<file path="src/logic/fbio_cfg.svh">
// object indices, field positions, codes and reset values
// assumes inclusion by bare name from every design file that needs them
`ifndef FBIO_CFG_SVH
`define FBIO_CFG_SVH

// object indices
`define IDX_OUT_MAP 16'h1600
`define IDX_IN_MAP 16'h1a00
`define IDX_STAT_MAP 16'h1a01
`define IDX_POLICY 16'h2100
`define IDX_PATTERN 16'h2102
`define IDX_FACTORY 16'h2f00
`define IDX_IN_BYTE 16'h4000
`define IDX_STATUS 16'h4001
`define IDX_OUT_BYTE 16'h5000

// subindices and entry counts
`define SUB_COUNT 8'h00
`define SUB_ENTRY 8'h01
`define ENTRY_COUNT 32'h0000_0001

// mapping descriptor fields
`define MAP_INDEX_MSB 31
`define MAP_INDEX_LSB 16
`define MAP_SUB_MSB 15
`define MAP_SUB_LSB 8
`define MAP_LEN_MSB 7
`define MAP_LEN_LSB 0
`define MAP_LEN_BYTE 8'h08
`define MAP_LEN_WORD 8'h20

// fail-safe policy codes
`define POLICY_LOW 8'h00
`define POLICY_HIGH 8'h01
`define POLICY_HOLD 8'h02
`define POLICY_PATTERN 8'h03
`define POLICY_RESET 8'h00
`define PATTERN_RESET 8'h00

// factory restore codes
`define FACTORY_NORMAL 8'h00
`define FACTORY_RESTORE 8'h01

// link state codes and status codes
`define ST_INIT 4'h1
`define ST_PREOP 4'h2
`define ST_BOOT 4'h3
`define ST_SAFEOP 4'h4
`define ST_OP 4'h8
`define ERR_FLAG_BIT 4
`define CODE_NONE 16'h0000
`define CODE_BAD_CHANGE 16'h0011
`define CODE_UNKNOWN 16'h0012
`define CODE_BAD_OUTPUT 16'h001d

// status word
`define DIAG_BITS 6
`define DIAG_OUT_SHORT 0
`define DIAG_OUT_SURGE 1
`define DIAG_ACT_OVERLOAD 2
`define DIAG_ACT_UNDERVOLT 3
`define DIAG_SENS_SURGE 4
`define DIAG_SENS_UNDERVOLT 5

`endif

</file>
<file path="src/logic/fbio_pkg.sv">
// types shared by the process image and fail-safe logic
// assumes nothing of its surroundings
`default_nettype none

package fbio_pkg;
   typedef logic [7:0] io_byte_t;
   typedef enum logic [2:0] {LS_INIT, LS_PREOP, LS_BOOT, LS_SAFEOP, LS_OP} link_state_t;
   typedef enum logic [1:0] {ARB_IDLE, ARB_MBX, ARB_STATE} arb_state_t;
endpackage

`default_nettype wire

</file>
<file path="src/logic/work_arbiter.sv">
// picks between pending mailbox work and state-change work
// assumes pending flags stay high until their grant
`timescale 1ns/1ns
`default_nettype none

module work_arbiter
(
   input wire logic clk,
   input wire logic reset_n,
   input wire logic mbx_pending,
   input wire logic state_pending,
   output logic grant_mbx,
   output logic grant_state
);
   import fbio_pkg::*;

   arb_state_t arb;
   arb_state_t next_arb;

   always_comb
   begin
      next_arb = ARB_IDLE;
      case (arb)
         ARB_IDLE:
         begin
            if (mbx_pending)
               next_arb = ARB_MBX;
            else if (state_pending)
               next_arb = ARB_STATE;
         end
         ARB_MBX: next_arb = ARB_IDLE;
         ARB_STATE: next_arb = ARB_IDLE;
         default: next_arb = ARB_IDLE;
      endcase
   end

   always_ff @(posedge clk or negedge reset_n)
   begin
      if (!reset_n)
         arb <= ARB_IDLE;
      else
         arb <= next_arb;
   end

   assign grant_mbx = (arb == ARB_MBX);
   assign grant_state = (arb == ARB_STATE);
endmodule // work_arbiter

`default_nettype wire

</file>
<file path="src/logic/failsafe_mux.sv">
// chooses the output byte from master data or fail-safe policy
// assumes the caller registers the result
`timescale 1ns/1ns
`default_nettype none
`include "fbio_cfg.svh"

module failsafe_mux
(
   input wire logic use_master,
   input wire fbio_pkg::io_byte_t master_byte,
   input wire fbio_pkg::io_byte_t policy,
   input wire fbio_pkg::io_byte_t pattern,
   input wire fbio_pkg::io_byte_t last_out,
   output fbio_pkg::io_byte_t out_byte
);
   import fbio_pkg::*;

   always_comb
   begin
      out_byte = 8'h00;
      if (use_master)
         out_byte = master_byte;
      else
      begin
         case (policy)
            `POLICY_LOW: out_byte = 8'h00;
            `POLICY_HIGH: out_byte = 8'hff;
            `POLICY_HOLD: out_byte = last_out;
            `POLICY_PATTERN: out_byte = pattern;
            default: out_byte = 8'h00;
         endcase
      end
   end
endmodule // failsafe_mux

`default_nettype wire

</file>
<file path="src/logic/fieldbus_io_process_image_failsafe.sv">
// process image, object access and fail-safe outputs
// assumes one clock; requests are one-cycle pulses from logic on the same clock
`timescale 1ns/1ns
`default_nettype none
`include "fbio_cfg.svh"

// What this block does
// - a mailbox request is finished before any other pending work starts
// - master and device may touch the shared process image at any time
// - image words update whole in one cycle, so no access is torn
// - outside operational, outputs come from the fail-safe policy
// - policy 00 low, 01 high, 02 hold last, 03 substitute pattern
// - substitute pattern acts only under policy 03
// - policy and pattern accept writes only in pre-operational
// - factory control: 00 normal, 01 restore, other values reserved
// - factory restore takes effect only at the next restart
// - each cycle's input image carries the byte plus a 4-byte status word
// - descriptor packs index 31:16, subindex 15:8, bit length 7:0
// - one entry per map: 5000/01/8, 4000/01/8, 4001/01/32
// - input 1 sits in bit 0, input 8 in bit 7
// - output 1 driven from bit 0, output 8 from bit 7
// - status bit 5 sensor undervoltage, bit 4 sensor surge
// - status bits 3..0: actuator undervolt, overload, output surge, short
// - current link state code is reported; 02 pre-op, 08 operational
// - bad output config in op or safe-op drops to safe-op, error 001d
module fieldbus_io_process_image_failsafe
(
   input wire logic clk,
   input wire logic reset_n,
   input wire logic restart,
   input wire fbio_pkg::io_byte_t din_pin,
   input wire logic [5:0] diag_pin,
   output fbio_pkg::io_byte_t dout,
   input wire logic pd_cycle,
   input wire fbio_pkg::io_byte_t pd_out_byte,
   output fbio_pkg::io_byte_t pd_in_byte,
   output logic [31:0] pd_in_status,
   input wire logic state_req_valid,
   input wire logic [3:0] state_req_code,
   output logic state_req_done,
   input wire logic out_cfg_bad,
   input wire logic mbx_req_valid,
   input wire logic mbx_req_write,
   input wire logic [15:0] mbx_req_index,
   input wire logic [7:0] mbx_req_subindex,
   input wire fbio_pkg::io_byte_t mbx_req_wdata,
   output logic mbx_resp_valid,
   output logic mbx_resp_error,
   output logic [31:0] mbx_resp_rdata,
   output logic [15:0] link_state_report,
   output logic [15:0] link_status_code
);
   import fbio_pkg::*;

   function automatic logic [31:0] map_descriptor(input logic [15:0] idx, input logic [7:0] len);
      logic [31:0] d;
      d = 32'h0000_0000;
      d[`MAP_INDEX_MSB:`MAP_INDEX_LSB] = idx;
      d[`MAP_SUB_MSB:`MAP_SUB_LSB] = `SUB_ENTRY;
      d[`MAP_LEN_MSB:`MAP_LEN_LSB] = len;
      return d;
   endfunction

   function automatic logic [3:0] state_code(input link_state_t s);
      case (s)
         LS_INIT: return `ST_INIT;
         LS_PREOP: return `ST_PREOP;
         LS_BOOT: return `ST_BOOT;
         LS_SAFEOP: return `ST_SAFEOP;
         LS_OP: return `ST_OP;
         default: return `ST_INIT;
      endcase
   endfunction

   // pin synchronisers
   io_byte_t din_meta;
   io_byte_t din_sync;
   logic [5:0] diag_meta;
   logic [5:0] diag_sync;

   always_ff @(posedge clk or negedge reset_n)
   begin
      if (!reset_n)
      begin
         din_meta <= 8'h00;
         din_sync <= 8'h00;
         diag_meta <= 6'h00;
         diag_sync <= 6'h00;
      end
      else
      begin
         din_meta <= din_pin;
         din_sync <= din_meta;
         diag_meta <= diag_pin;
         diag_sync <= diag_meta;
      end
   end

   // request capture
   logic mbx_pending, next_mbx_pending;
   logic state_pending, next_state_pending;
   logic req_write, next_req_write;
   logic [15:0] req_index, next_req_index;
   logic [7:0] req_sub, next_req_sub;
   io_byte_t req_wdata, next_req_wdata;
   logic [3:0] req_code, next_req_code;
   logic grant_mbx;
   logic grant_state;

   work_arbiter arbiter
   (
      .clk(clk),
      .reset_n(reset_n),
      .mbx_pending(mbx_pending),
      .state_pending(state_pending),
      .grant_mbx(grant_mbx),
      .grant_state(grant_state)
   );

   always_comb
   begin
      next_req_write = req_write;
      next_req_index = req_index;
      next_req_sub = req_sub;
      next_req_wdata = req_wdata;
      next_req_code = req_code;
      next_mbx_pending = mbx_pending & ~grant_mbx;
      next_state_pending = state_pending & ~grant_state;
      if (mbx_req_valid && !mbx_pending)
      begin
         next_mbx_pending = 1'b1;
         next_req_write = mbx_req_write;
         next_req_index = mbx_req_index;
         next_req_sub = mbx_req_subindex;
         next_req_wdata = mbx_req_wdata;
      end
      if (state_req_valid && !state_pending)
      begin
         next_state_pending = 1'b1;
         next_req_code = state_req_code;
      end
      if (restart)
      begin
         next_mbx_pending = 1'b0;
         next_state_pending = 1'b0;
      end
   end

   always_ff @(posedge clk or negedge reset_n)
   begin
      if (!reset_n)
      begin
         mbx_pending <= 1'b0;
         state_pending <= 1'b0;
         req_write <= 1'b0;
         req_index <= 16'h0000;
         req_sub <= 8'h00;
         req_wdata <= 8'h00;
         req_code <= 4'h0;
      end
      else
      begin
         mbx_pending <= next_mbx_pending;
         state_pending <= next_state_pending;
         req_write <= next_req_write;
         req_index <= next_req_index;
         req_sub <= next_req_sub;
         req_wdata <= next_req_wdata;
         req_code <= next_req_code;
      end
   end

   // link state machine
   link_state_t link_state, next_link_state;
   link_state_t target;
   logic target_known;
   logic change_bad;
   logic link_error, next_link_error;
   logic [15:0] next_status_code;
   logic next_state_done;

   always_comb
   begin
      target = LS_INIT;
      target_known = 1'b1;
      case (req_code)
         `ST_INIT: target = LS_INIT;
         `ST_PREOP: target = LS_PREOP;
         `ST_BOOT: target = LS_BOOT;
         `ST_SAFEOP: target = LS_SAFEOP;
         `ST_OP: target = LS_OP;
         default: target_known = 1'b0;
      endcase
      change_bad = (link_state == LS_INIT && (target == LS_SAFEOP || target == LS_OP))
         || (link_state == LS_PREOP && target == LS_OP)
         || (target == LS_BOOT && link_state != LS_INIT && link_state != LS_BOOT);
      next_link_state = link_state;
      next_link_error = link_error;
      next_status_code = link_status_code;
      next_state_done = 1'b0;
      if (restart)
      begin
         next_link_state = LS_INIT;
         next_link_error = 1'b0;
         next_status_code = `CODE_NONE;
      end
      // bad output config in op or safe-op
      else if (out_cfg_bad && (link_state == LS_OP || link_state == LS_SAFEOP))
      begin
         next_link_state = LS_SAFEOP;
         next_link_error = 1'b1;
         next_status_code = `CODE_BAD_OUTPUT;
      end
      else if (grant_state)
      begin
         next_state_done = 1'b1;
         next_link_error = 1'b1;
         if (!target_known)
            next_status_code = `CODE_UNKNOWN;
         else if (change_bad)
            next_status_code = `CODE_BAD_CHANGE;
         else if (link_state == LS_PREOP && target == LS_SAFEOP && out_cfg_bad)
            next_status_code = `CODE_BAD_OUTPUT;
         else
         begin
            next_link_state = target;
            next_link_error = 1'b0;
            next_status_code = `CODE_NONE;
         end
      end
   end

   always_ff @(posedge clk or negedge reset_n)
   begin
      if (!reset_n)
      begin
         link_state <= LS_INIT;
         link_error <= 1'b0;
         link_status_code <= `CODE_NONE;
         state_req_done <= 1'b0;
         link_state_report <= {12'h000, `ST_INIT};
      end
      else
      begin
         link_state <= next_link_state;
         link_error <= next_link_error;
         link_status_code <= next_status_code;
         state_req_done <= next_state_done;
         // report state code and error flag
         link_state_report <= {11'h000, next_link_error, state_code(next_link_state)};
      end
   end

   // object access and configuration
   io_byte_t policy, next_policy;
   io_byte_t pattern, next_pattern;
   io_byte_t factory, next_factory;
   logic next_resp_valid;
   logic next_resp_error;
   logic [31:0] next_resp_rdata;
   logic preop;

   always_comb
   begin
      preop = (link_state == LS_PREOP);
      next_policy = policy;
      next_pattern = pattern;
      next_factory = factory;
      next_resp_valid = 1'b0;
      next_resp_error = 1'b0;
      next_resp_rdata = 32'h0000_0000;
      if (restart)
      begin
         if (factory == `FACTORY_RESTORE)
         begin
            next_policy = `POLICY_RESET;
            next_pattern = `PATTERN_RESET;
            next_factory = `FACTORY_NORMAL;
         end
      end
      else if (grant_mbx)
      begin
         next_resp_valid = 1'b1;
         next_resp_error = 1'b1;
         if (req_write)
         begin
            if (req_index == `IDX_POLICY && req_sub == `SUB_COUNT && preop && req_wdata <= `POLICY_PATTERN)
            begin
               next_policy = req_wdata;
               next_resp_error = 1'b0;
            end
            else if (req_index == `IDX_PATTERN && req_sub == `SUB_ENTRY && preop)
            begin
               next_pattern = req_wdata;
               next_resp_error = 1'b0;
            end
            else if (req_index == `IDX_FACTORY && req_sub == `SUB_COUNT
               && (req_wdata == `FACTORY_NORMAL || req_wdata == `FACTORY_RESTORE))
            begin
               next_factory = req_wdata;
               next_resp_error = 1'b0;
            end
         end
         else if (req_sub == `SUB_COUNT && (req_index == `IDX_OUT_MAP || req_index == `IDX_IN_MAP
            || req_index == `IDX_STAT_MAP || req_index == `IDX_PATTERN || req_index == `IDX_IN_BYTE
            || req_index == `IDX_STATUS || req_index == `IDX_OUT_BYTE))
         begin
            next_resp_rdata = `ENTRY_COUNT;
            next_resp_error = 1'b0;
         end
         else if (req_sub == `SUB_COUNT && (req_index == `IDX_POLICY || req_index == `IDX_FACTORY))
         begin
            next_resp_rdata = {24'h000000, (req_index == `IDX_POLICY) ? policy : factory};
            next_resp_error = 1'b0;
         end
         else if (req_sub == `SUB_ENTRY)
         begin
            next_resp_error = 1'b0;
            case (req_index)
               `IDX_OUT_MAP: next_resp_rdata = map_descriptor(`IDX_OUT_BYTE, `MAP_LEN_BYTE);
               `IDX_IN_MAP: next_resp_rdata = map_descriptor(`IDX_IN_BYTE, `MAP_LEN_BYTE);
               `IDX_STAT_MAP: next_resp_rdata = map_descriptor(`IDX_STATUS, `MAP_LEN_WORD);
               `IDX_PATTERN: next_resp_rdata = {24'h000000, pattern};
               `IDX_IN_BYTE: next_resp_rdata = {24'h000000, pd_in_byte};
               `IDX_STATUS: next_resp_rdata = pd_in_status;
               `IDX_OUT_BYTE: next_resp_rdata = {24'h000000, dout};
               default: next_resp_error = 1'b1;
            endcase
         end
      end
   end

   always_ff @(posedge clk or negedge reset_n)
   begin
      if (!reset_n)
      begin
         policy <= `POLICY_RESET;
         pattern <= `PATTERN_RESET;
         factory <= `FACTORY_NORMAL;
         mbx_resp_valid <= 1'b0;
         mbx_resp_error <= 1'b0;
         mbx_resp_rdata <= 32'h0000_0000;
      end
      else
      begin
         policy <= next_policy;
         pattern <= next_pattern;
         factory <= next_factory;
         mbx_resp_valid <= next_resp_valid;
         mbx_resp_error <= next_resp_error;
         mbx_resp_rdata <= next_resp_rdata;
      end
   end

   // process image and outputs
   io_byte_t master_byte, next_master_byte;
   logic fresh, next_fresh;
   io_byte_t next_pd_in_byte;
   logic [31:0] next_pd_in_status;
   io_byte_t next_dout;

   always_comb
   begin
      next_master_byte = master_byte;
      next_pd_in_byte = pd_in_byte;
      next_pd_in_status = pd_in_status;
      next_fresh = fresh;
      if (pd_cycle)
      begin
         next_pd_in_byte = din_sync;
         next_pd_in_status = {26'h0000000, diag_sync};
         if (link_state == LS_OP)
         begin
            next_master_byte = pd_out_byte;
            next_fresh = 1'b1;
         end
      end
      // wait for first cycle after entering op
      if (next_link_state != LS_OP || link_state != LS_OP)
         next_fresh = (next_link_state == LS_OP) && (link_state == LS_OP) && next_fresh;
   end

   failsafe_mux out_select
   (
      .use_master(fresh && link_state == LS_OP),
      .master_byte(master_byte),
      .policy(policy),
      .pattern(pattern),
      .last_out(dout),
      .out_byte(next_dout)
   );

   always_ff @(posedge clk or negedge reset_n)
   begin
      if (!reset_n)
      begin
         master_byte <= 8'h00;
         fresh <= 1'b0;
         pd_in_byte <= 8'h00;
         pd_in_status <= 32'h0000_0000;
         dout <= 8'h00;
      end
      else
      begin
         master_byte <= next_master_byte;
         fresh <= next_fresh;
         pd_in_byte <= next_pd_in_byte;
         pd_in_status <= next_pd_in_status;
         dout <= next_dout;
      end
   end
endmodule // fieldbus_io_process_image_failsafe

`default_nettype wire

</file>
<file path="config.mk">
export PLATFORM = sky130hd
export DESIGN_NAME = fieldbus_io_process_image_failsafe
export DESIGN_NICKNAME = d
export VERILOG_FILES = /design/src/logic/fbio_pkg.sv /design/src/logic/work_arbiter.sv /design/src/logic/failsafe_mux.sv /design/src/logic/fieldbus_io_process_image_failsafe.sv
export VERILOG_INCLUDE_DIRS = /design/src /design/src/logic
export SDC_FILE = /design/constraint.sdc
export NUM_CORES = 1
export LEC_CHECK = 0
export BUFFER_PORTS_ARGS = -buffer_cell sky130_fd_sc_hd__buf_2
export CAP_MARGIN = 20
export CELL_PAD_IN_SITES_DETAIL_PLACEMENT = 1
export CELL_PAD_IN_SITES_GLOBAL_PLACEMENT = 2
export CORE_ASPECT_RATIO = 2
export CORE_MARGIN = 2
export CORE_UTILIZATION = 34
export DETAILED_ROUTE_END_ITERATION = 10
export HOLD_SLACK_MARGIN = 0.03
export PLACE_DENSITY = 0.91
export SLEW_MARGIN = 25
export SYNTH_ARGS = -nofsm -noshare
export SYNTH_HDL_FRONTEND = slang
export SYNTH_SLANG_ARGS = --single-unit
</file>
<file path="constraint.sdc">
create_clock -name clk -period 2.8 [get_ports clk]
set_clock_uncertainty 0.2 [all_clocks]
set_input_delay 0.14 -clock clk [delete_from_list [all_inputs] [get_ports clk]]
set_output_delay 0.14 -clock clk [all_outputs]
set_load 0.02 [all_outputs]
</file>
# --- After elaboration in Yosys (flattened, before gate mapping) ---
# Cells that the tools add are included.
word_totals:
  reg_bits: 184
  output_inout_bits: 115
  word_cells: 197
  inputBits: 66
classes:
  mux: 72
  n_eq_ne: 39
  bitwise: 4
  n_lt_le_gt_ge: 1
  reduce_logical: 53
ops:
  columns: ["cell", "n"]
  rows:
  - ["$pmux 31 s7", 1]
  - ["$mux 31", 5]
  - ["$mux 8", 18]
  - ["$eq 16x13->1 const B", 3]
  - ["$eq 16x14->1 const B", 3]
  - ["$eq 16x15->1 const B", 3]
  - ["$mux 16", 3]
  - ["$eq 8x1->1 const B", 4]
  - ["$mux 32", 1]
  - ["$mux 1", 29]
  - ["$pmux 8 s3", 1]
  - ["$logic_and 1x1->1", 21]
  - ["$mux 3", 6]
  - ["$eq 8x2->1 const B", 2]
  - ["$logic_not 8->1", 2]
  - ["$pmux 4 s4", 1]
  - ["$eq 3x2->1 const B", 5]
  - ["$mux 5", 3]
  - ["$logic_or 1x1->1", 13]
  - ["$pmux 3 s4", 1]
  - ["$reduce_bool 2->1", 5]
  - ["$eq 3x3->1 const B", 3]
  - ["$eq 4x2->1 const B", 2]
  - ["$le 8x2->1 const B", 1]
  - ["23 further kinds", 33]

# --- Logic depth before layout (Yosys ltp) ---
depth:
  word_depth: 16
  ltp_mapped: 7
  mapped_depth_nobuf: 6

# --- By module ---
# From an unflattened synthesis, not the netlist that was laid out.
hier_totals:
  hier_cells: 585
  area_unflattened_um2: 6900.4
modules_own_cells:
  columns: ["mod", "cells_per_inst", "seq_area_each_um2", "area_each_um2", "n_inst"]
  rows:
  - ["fieldbus_io_process_image_failsafe", 540, 3704.8, 6492.5, 1]
  - ["failsafe_mux", 39, 0.0, 321.6, 1]
  - ["work_arbiter", 6, 50.0, 86.3, 1]

# --- Worst setup path before layout ---
# OpenSTA, ideal clock, no wires.
synth_timing:
  kind: "register to register"
  start: "reg req_sub[5]"
  end: "reg pattern[0]"
  n_path_buf: 1
  stages_incl_launch_ff: 8
  synth_period_minus_slack_ns: 2.498
  required_time_ns: 2.476
  setup_time_ns: 0.124
  t_arrival_ns: 2.174
  slack_ns: 0.302
  cell_sequence: "dfrtp_1 or4_4 or4b_4 or3_1 buf_2 nor2b_4 o21ai_2 o21ai_1"
synth_via:
  elab_chain_len: 6
  elab_cells_between_ends: 10
  cone_classes: "2 x eq/ne; 8 x reduce/logical"
synth_lines:
  columns: ["element", "line", "source"]
  rows:
  - ["start: declaration", "fieldbus_io_process_image_failsafe.sv:104", "logic [7:0] req_sub, next_req_sub;"]
  - ["start signal: assignment", "fieldbus_io_process_image_failsafe.sv:167", "req_sub <= next_req_sub;"]
  - ["$logic_not 8->1 (no source line)", null, null]
  - ["$logic_and 1x1->1 (no source line)", null, null]
  - ["$logic_and 1x1->1", "fieldbus_io_process_image_failsafe.sv:287", "if (req_index == `IDX_POLICY && req_sub == `SUB_COUNT && preop && req_wdata <= `POLICY_PATTERN)"]
  - ["$logic_and 1x1->1 (no source line)", null, null]
  - ["$ne 2x2->1 (no source line)", null, null]
  - ["$reduce_and 5->1 (no source line) (*)", null, null]
  - ["end signal: assignment", "fieldbus_io_process_image_failsafe.sv:338", "pattern <= `PATTERN_RESET;"]
  - ["end signal: assignment", "fieldbus_io_process_image_failsafe.sv:347", "pattern <= next_pattern;"]
  - ["end: declaration", "fieldbus_io_process_image_failsafe.sv:256", "io_byte_t pattern, next_pattern;"]
# Every way passes the cells marked *; elsewhere a longest branch is shown, timed or not.
# A chain may end at the register's enable or synchronous reset.

# --- Worst setup path after layout ---
layout_timing:
  start: "reg req_sub[5]"
  end: "reg pattern[3]"
# The elaborated chain is that of the path after synthesis.

==> impl_metrics.json <==
{
  "status": "finished, final reports clean",
  "critPathArrivalTime_ps": 2770,
  "start_kind": "register",
  "diodes": 0,
  "yosys_most_used_dff": "dfrtp_1",
  "vias": 5108,
  "cp.buffers_inverters": 0,
  "first_pass_iters": 6,
  "fmax_ghz": 0.374,
  "grt_max_degree": 70,
  "via_per_inst": 4.82,
  "grtUsageMet1_pct": 17.5,
  "io-pin-count": 181,
  "synth_edf_count": 0,
  "gr-total-overflow": 0,
  "drc": 0,
  "pre_cts_slack_ps": 140,
  "power_density_nw_per_um2": 649,
  "clk_pin_slew_ps": 70,
  "htree_levels": 4,
  "slowest_delay_ps": 570,
  "crit_path_end_kind": "register",
  "clock_path_buffers": 2,
  "cts_tree": "built",
  "seq_area_frac_synth_pct": 55.1,
  "rsz0062_at_grt": "no",
  "whs_ps": 105,
  "ys.warnings.count": 0,
  "post_cts_resize_count": 0,
  "antenna_found_initial": 0,
  "worst_slack_ps": 125,
  "ys_types": 61,
  "die-width_um": 104,
  "place_hpwl_um": 13500,
  "critPathKind": "register to register",
  "grt_use_met3_pct": 3.44,
  "most-common-layout-cells": "149 x dfrtp_1, 111 x buf_2, 68 x conb_1",
  "cpMaxStageDelayCell": "or4_4",
  "post-route-period-util_pct": 95.5,
  "die_h_um": 204,
  "vdd_drop_max_uv": 306,
  "port_buffers": 112,
  "met2_usage_pct": 36.3,
  "total_power_w": 0.00575,
  "finalSetupViolations": 0,
  "finalSetupTns_ps": 0,
  "final_common_cell": "dfrtp_1",
  "fin_crit_ps": 2670,
  "drive_above_1_share_pct": 30.8,
  "cts.sinks": 150,
  "p_leak_nw": 4.09,
  "core-area_um2": 19800,
  "postCtsSetupBuffers": 0,
  "drtAntennaViolNets": 0,
  "slew_viol_final": 0,
  "slew_headroom_pct": 55.9,
  "cp_max_fo": 9,
  "cp_top_family": "simple AND/OR/NAND/NOR gates",
  "cap_violations": 0,
  "ys_async_sr_fraction_pct": 100,
  "instances_no_fill": 1060,
  "place_congestion": 0.842,
  "floorplan.initialDensity_pct": 34.4,
  "grt_pass1_wl_um": 30000,
  "hp-class": "primary input to async pin",
  "avgSynthCellArea_um2": 11.6,
  "num-nets-final": 851,
  "first_iter_violations": 127,
  "wl_um": 18900,
  "path_cells": "or4_4 -> or4b_4 -> or3_1 -> a22oi_1 -> o21ai_0",
  "first_global_vias": 5612,
  "fp.dieArea_um2": 21300,
  "synthCells": 587,
  "cts_root_buf": "clkbuf_16",
  "ys_ff_latch": 150,
  "hold_viol_final": 0,
  "worst_pin_slew_ps": 661,
  "cts_buffers": 17,
  "wl_per_cell_um": 17.8,
  "syn_area_um2": 6820,
  "area_growth_pct": 30.0,
  "clock_latency_ps": 430,
  "grt_busiest_layer": "met2",
  "track_usage_pct": 18.4,
  "rows": 73,
  "crit_required_ps": 2890,
  "post-place-cells": 963
}
registers in the layout, summed over array words and instances, names as in the netlist, 2 cells and up:
| register | count |
|---|---|
| req_wdata | 8 |
| mbx_resp_rdata | 11 |
| dout | 8 |
| diag_meta | 6 |
| link_state_report | 5 |
| policy | 8 |
| pattern | 8 |
| master_byte | 8 |
| link_status_code | 4 |
| din_meta | 8 |
| factory | 8 |
| req_code | 4 |
| req_sub | 8 |
| arbiter.arb | 2 |
| din_sync | 8 |
| req_index | 16 |
| diag_sync | 6 |
| pd_in_byte | 8 |
| pd_in_status | 6 |
| link_state | 3 |
Yosys cell counts (all sizes together), types with 2 or more instances:
cell type,count,area (um2)
dfrtp,149,3730
clkbuf,14,52.6
o21bai,2,15.0
or3,5,31.3
a22o,10,87.6
or3b,2,17.5
xnor2,2,17.5
o21ba,2,20.0
nand4,4,25.0
nor4b,3,26.3
nand3,8,40.0
nand2,37,139
nor2,31,116
o22ai,4,25.0
o31a,3,26.3
mux2,65,732
nor3,13,91.3
a211oi,4,30.0
and3,3,18.8
nor3b,8,60.1
o211a,2,20.0
inv,2,7.51
mux2i,4,40.0
o21a,3,22.5
nand3b,2,15.0
o21ai,26,134
buf,77,562
nor2b,20,133
and2,4,25.0
a222oi,5,50.1
a21oi,23,115
a31oi,2,12.5
nor4,6,37.5
a22oi,9,67.6
nand2b,12,75.1
and4b,2,20.0
or4,3,26.3
and3b,2,17.5
repair_timing:
| item | in CTS | in global routing |
|---|---|---|
| hold buffers | 65 | 0 |
| hold endpoints to repair | 137 | 0 |
| setup endpoints to repair | 0 | 0 |
routing by layer:
metal,part of all wire (%),wire length [um]
met5,0,0
met4,3.7,700
met1,35,6540
met2,58,10900
met3,4.1,781
stage by stage:
stage	cell area, um2	util (%)
floorplan	7070	-
global placement	7570	38.2
detailed placement	7570	38.2
CTS	8860	44.7
global route	8860	44.7
finish	8860	44.7
cell families after synthesis:
group	count (synthesis)	synth area share [%]
buffers and inverters	93	9.12
other	1	0.0550
xor gates and xnor gates	3	0.385
DFF	150	55.1
AOI/OAI and AO/OA	104	10.3
muxes	69	11.3
and+or+nand+nor	167	13.8
where the power goes:
group	leakage [nW]	switching, W	internal, W	total (W)
clock	0.308	0.000894	0.00161	0.00250
combinational	1.89	0.000395	0.000335	0.000730
sequential	1.90	0.000167	0.00235	0.00252
total	4.09	0.00146	0.00429	0.00575
final timing paths:
| check | slack [ps] | startpoint | cells after the start | endpoint |
|---|---|---|---|---|
| min in group clk | 120 | pd_cycle | 3 | fresh |
| max in group asynchronous | 1480 | reset_n | 3 | pattern[4] |
| hold reg to reg | 140 | diag_meta[0] | 0 | diag_sync[0] |
| setup / recovery | 130 | req_sub[5] | 5 | pattern[3] |
| setup reg to reg | 130 | req_sub[5] | 5 | pattern[3] |
| hold / removal | 100 | reset_n | 2 | req_index[11] |
area by class of cell:
cell class	instances	area [um2]
clock inverters	11	196
well taps	262	328
fillers	2187	11000
clock buffers	21	450
multi-input cells	411	2700
inverters	2	7.51
repair buffers	203	1430
flip-flops and latches	150	3750
Power figures use the tool's default switching activity.
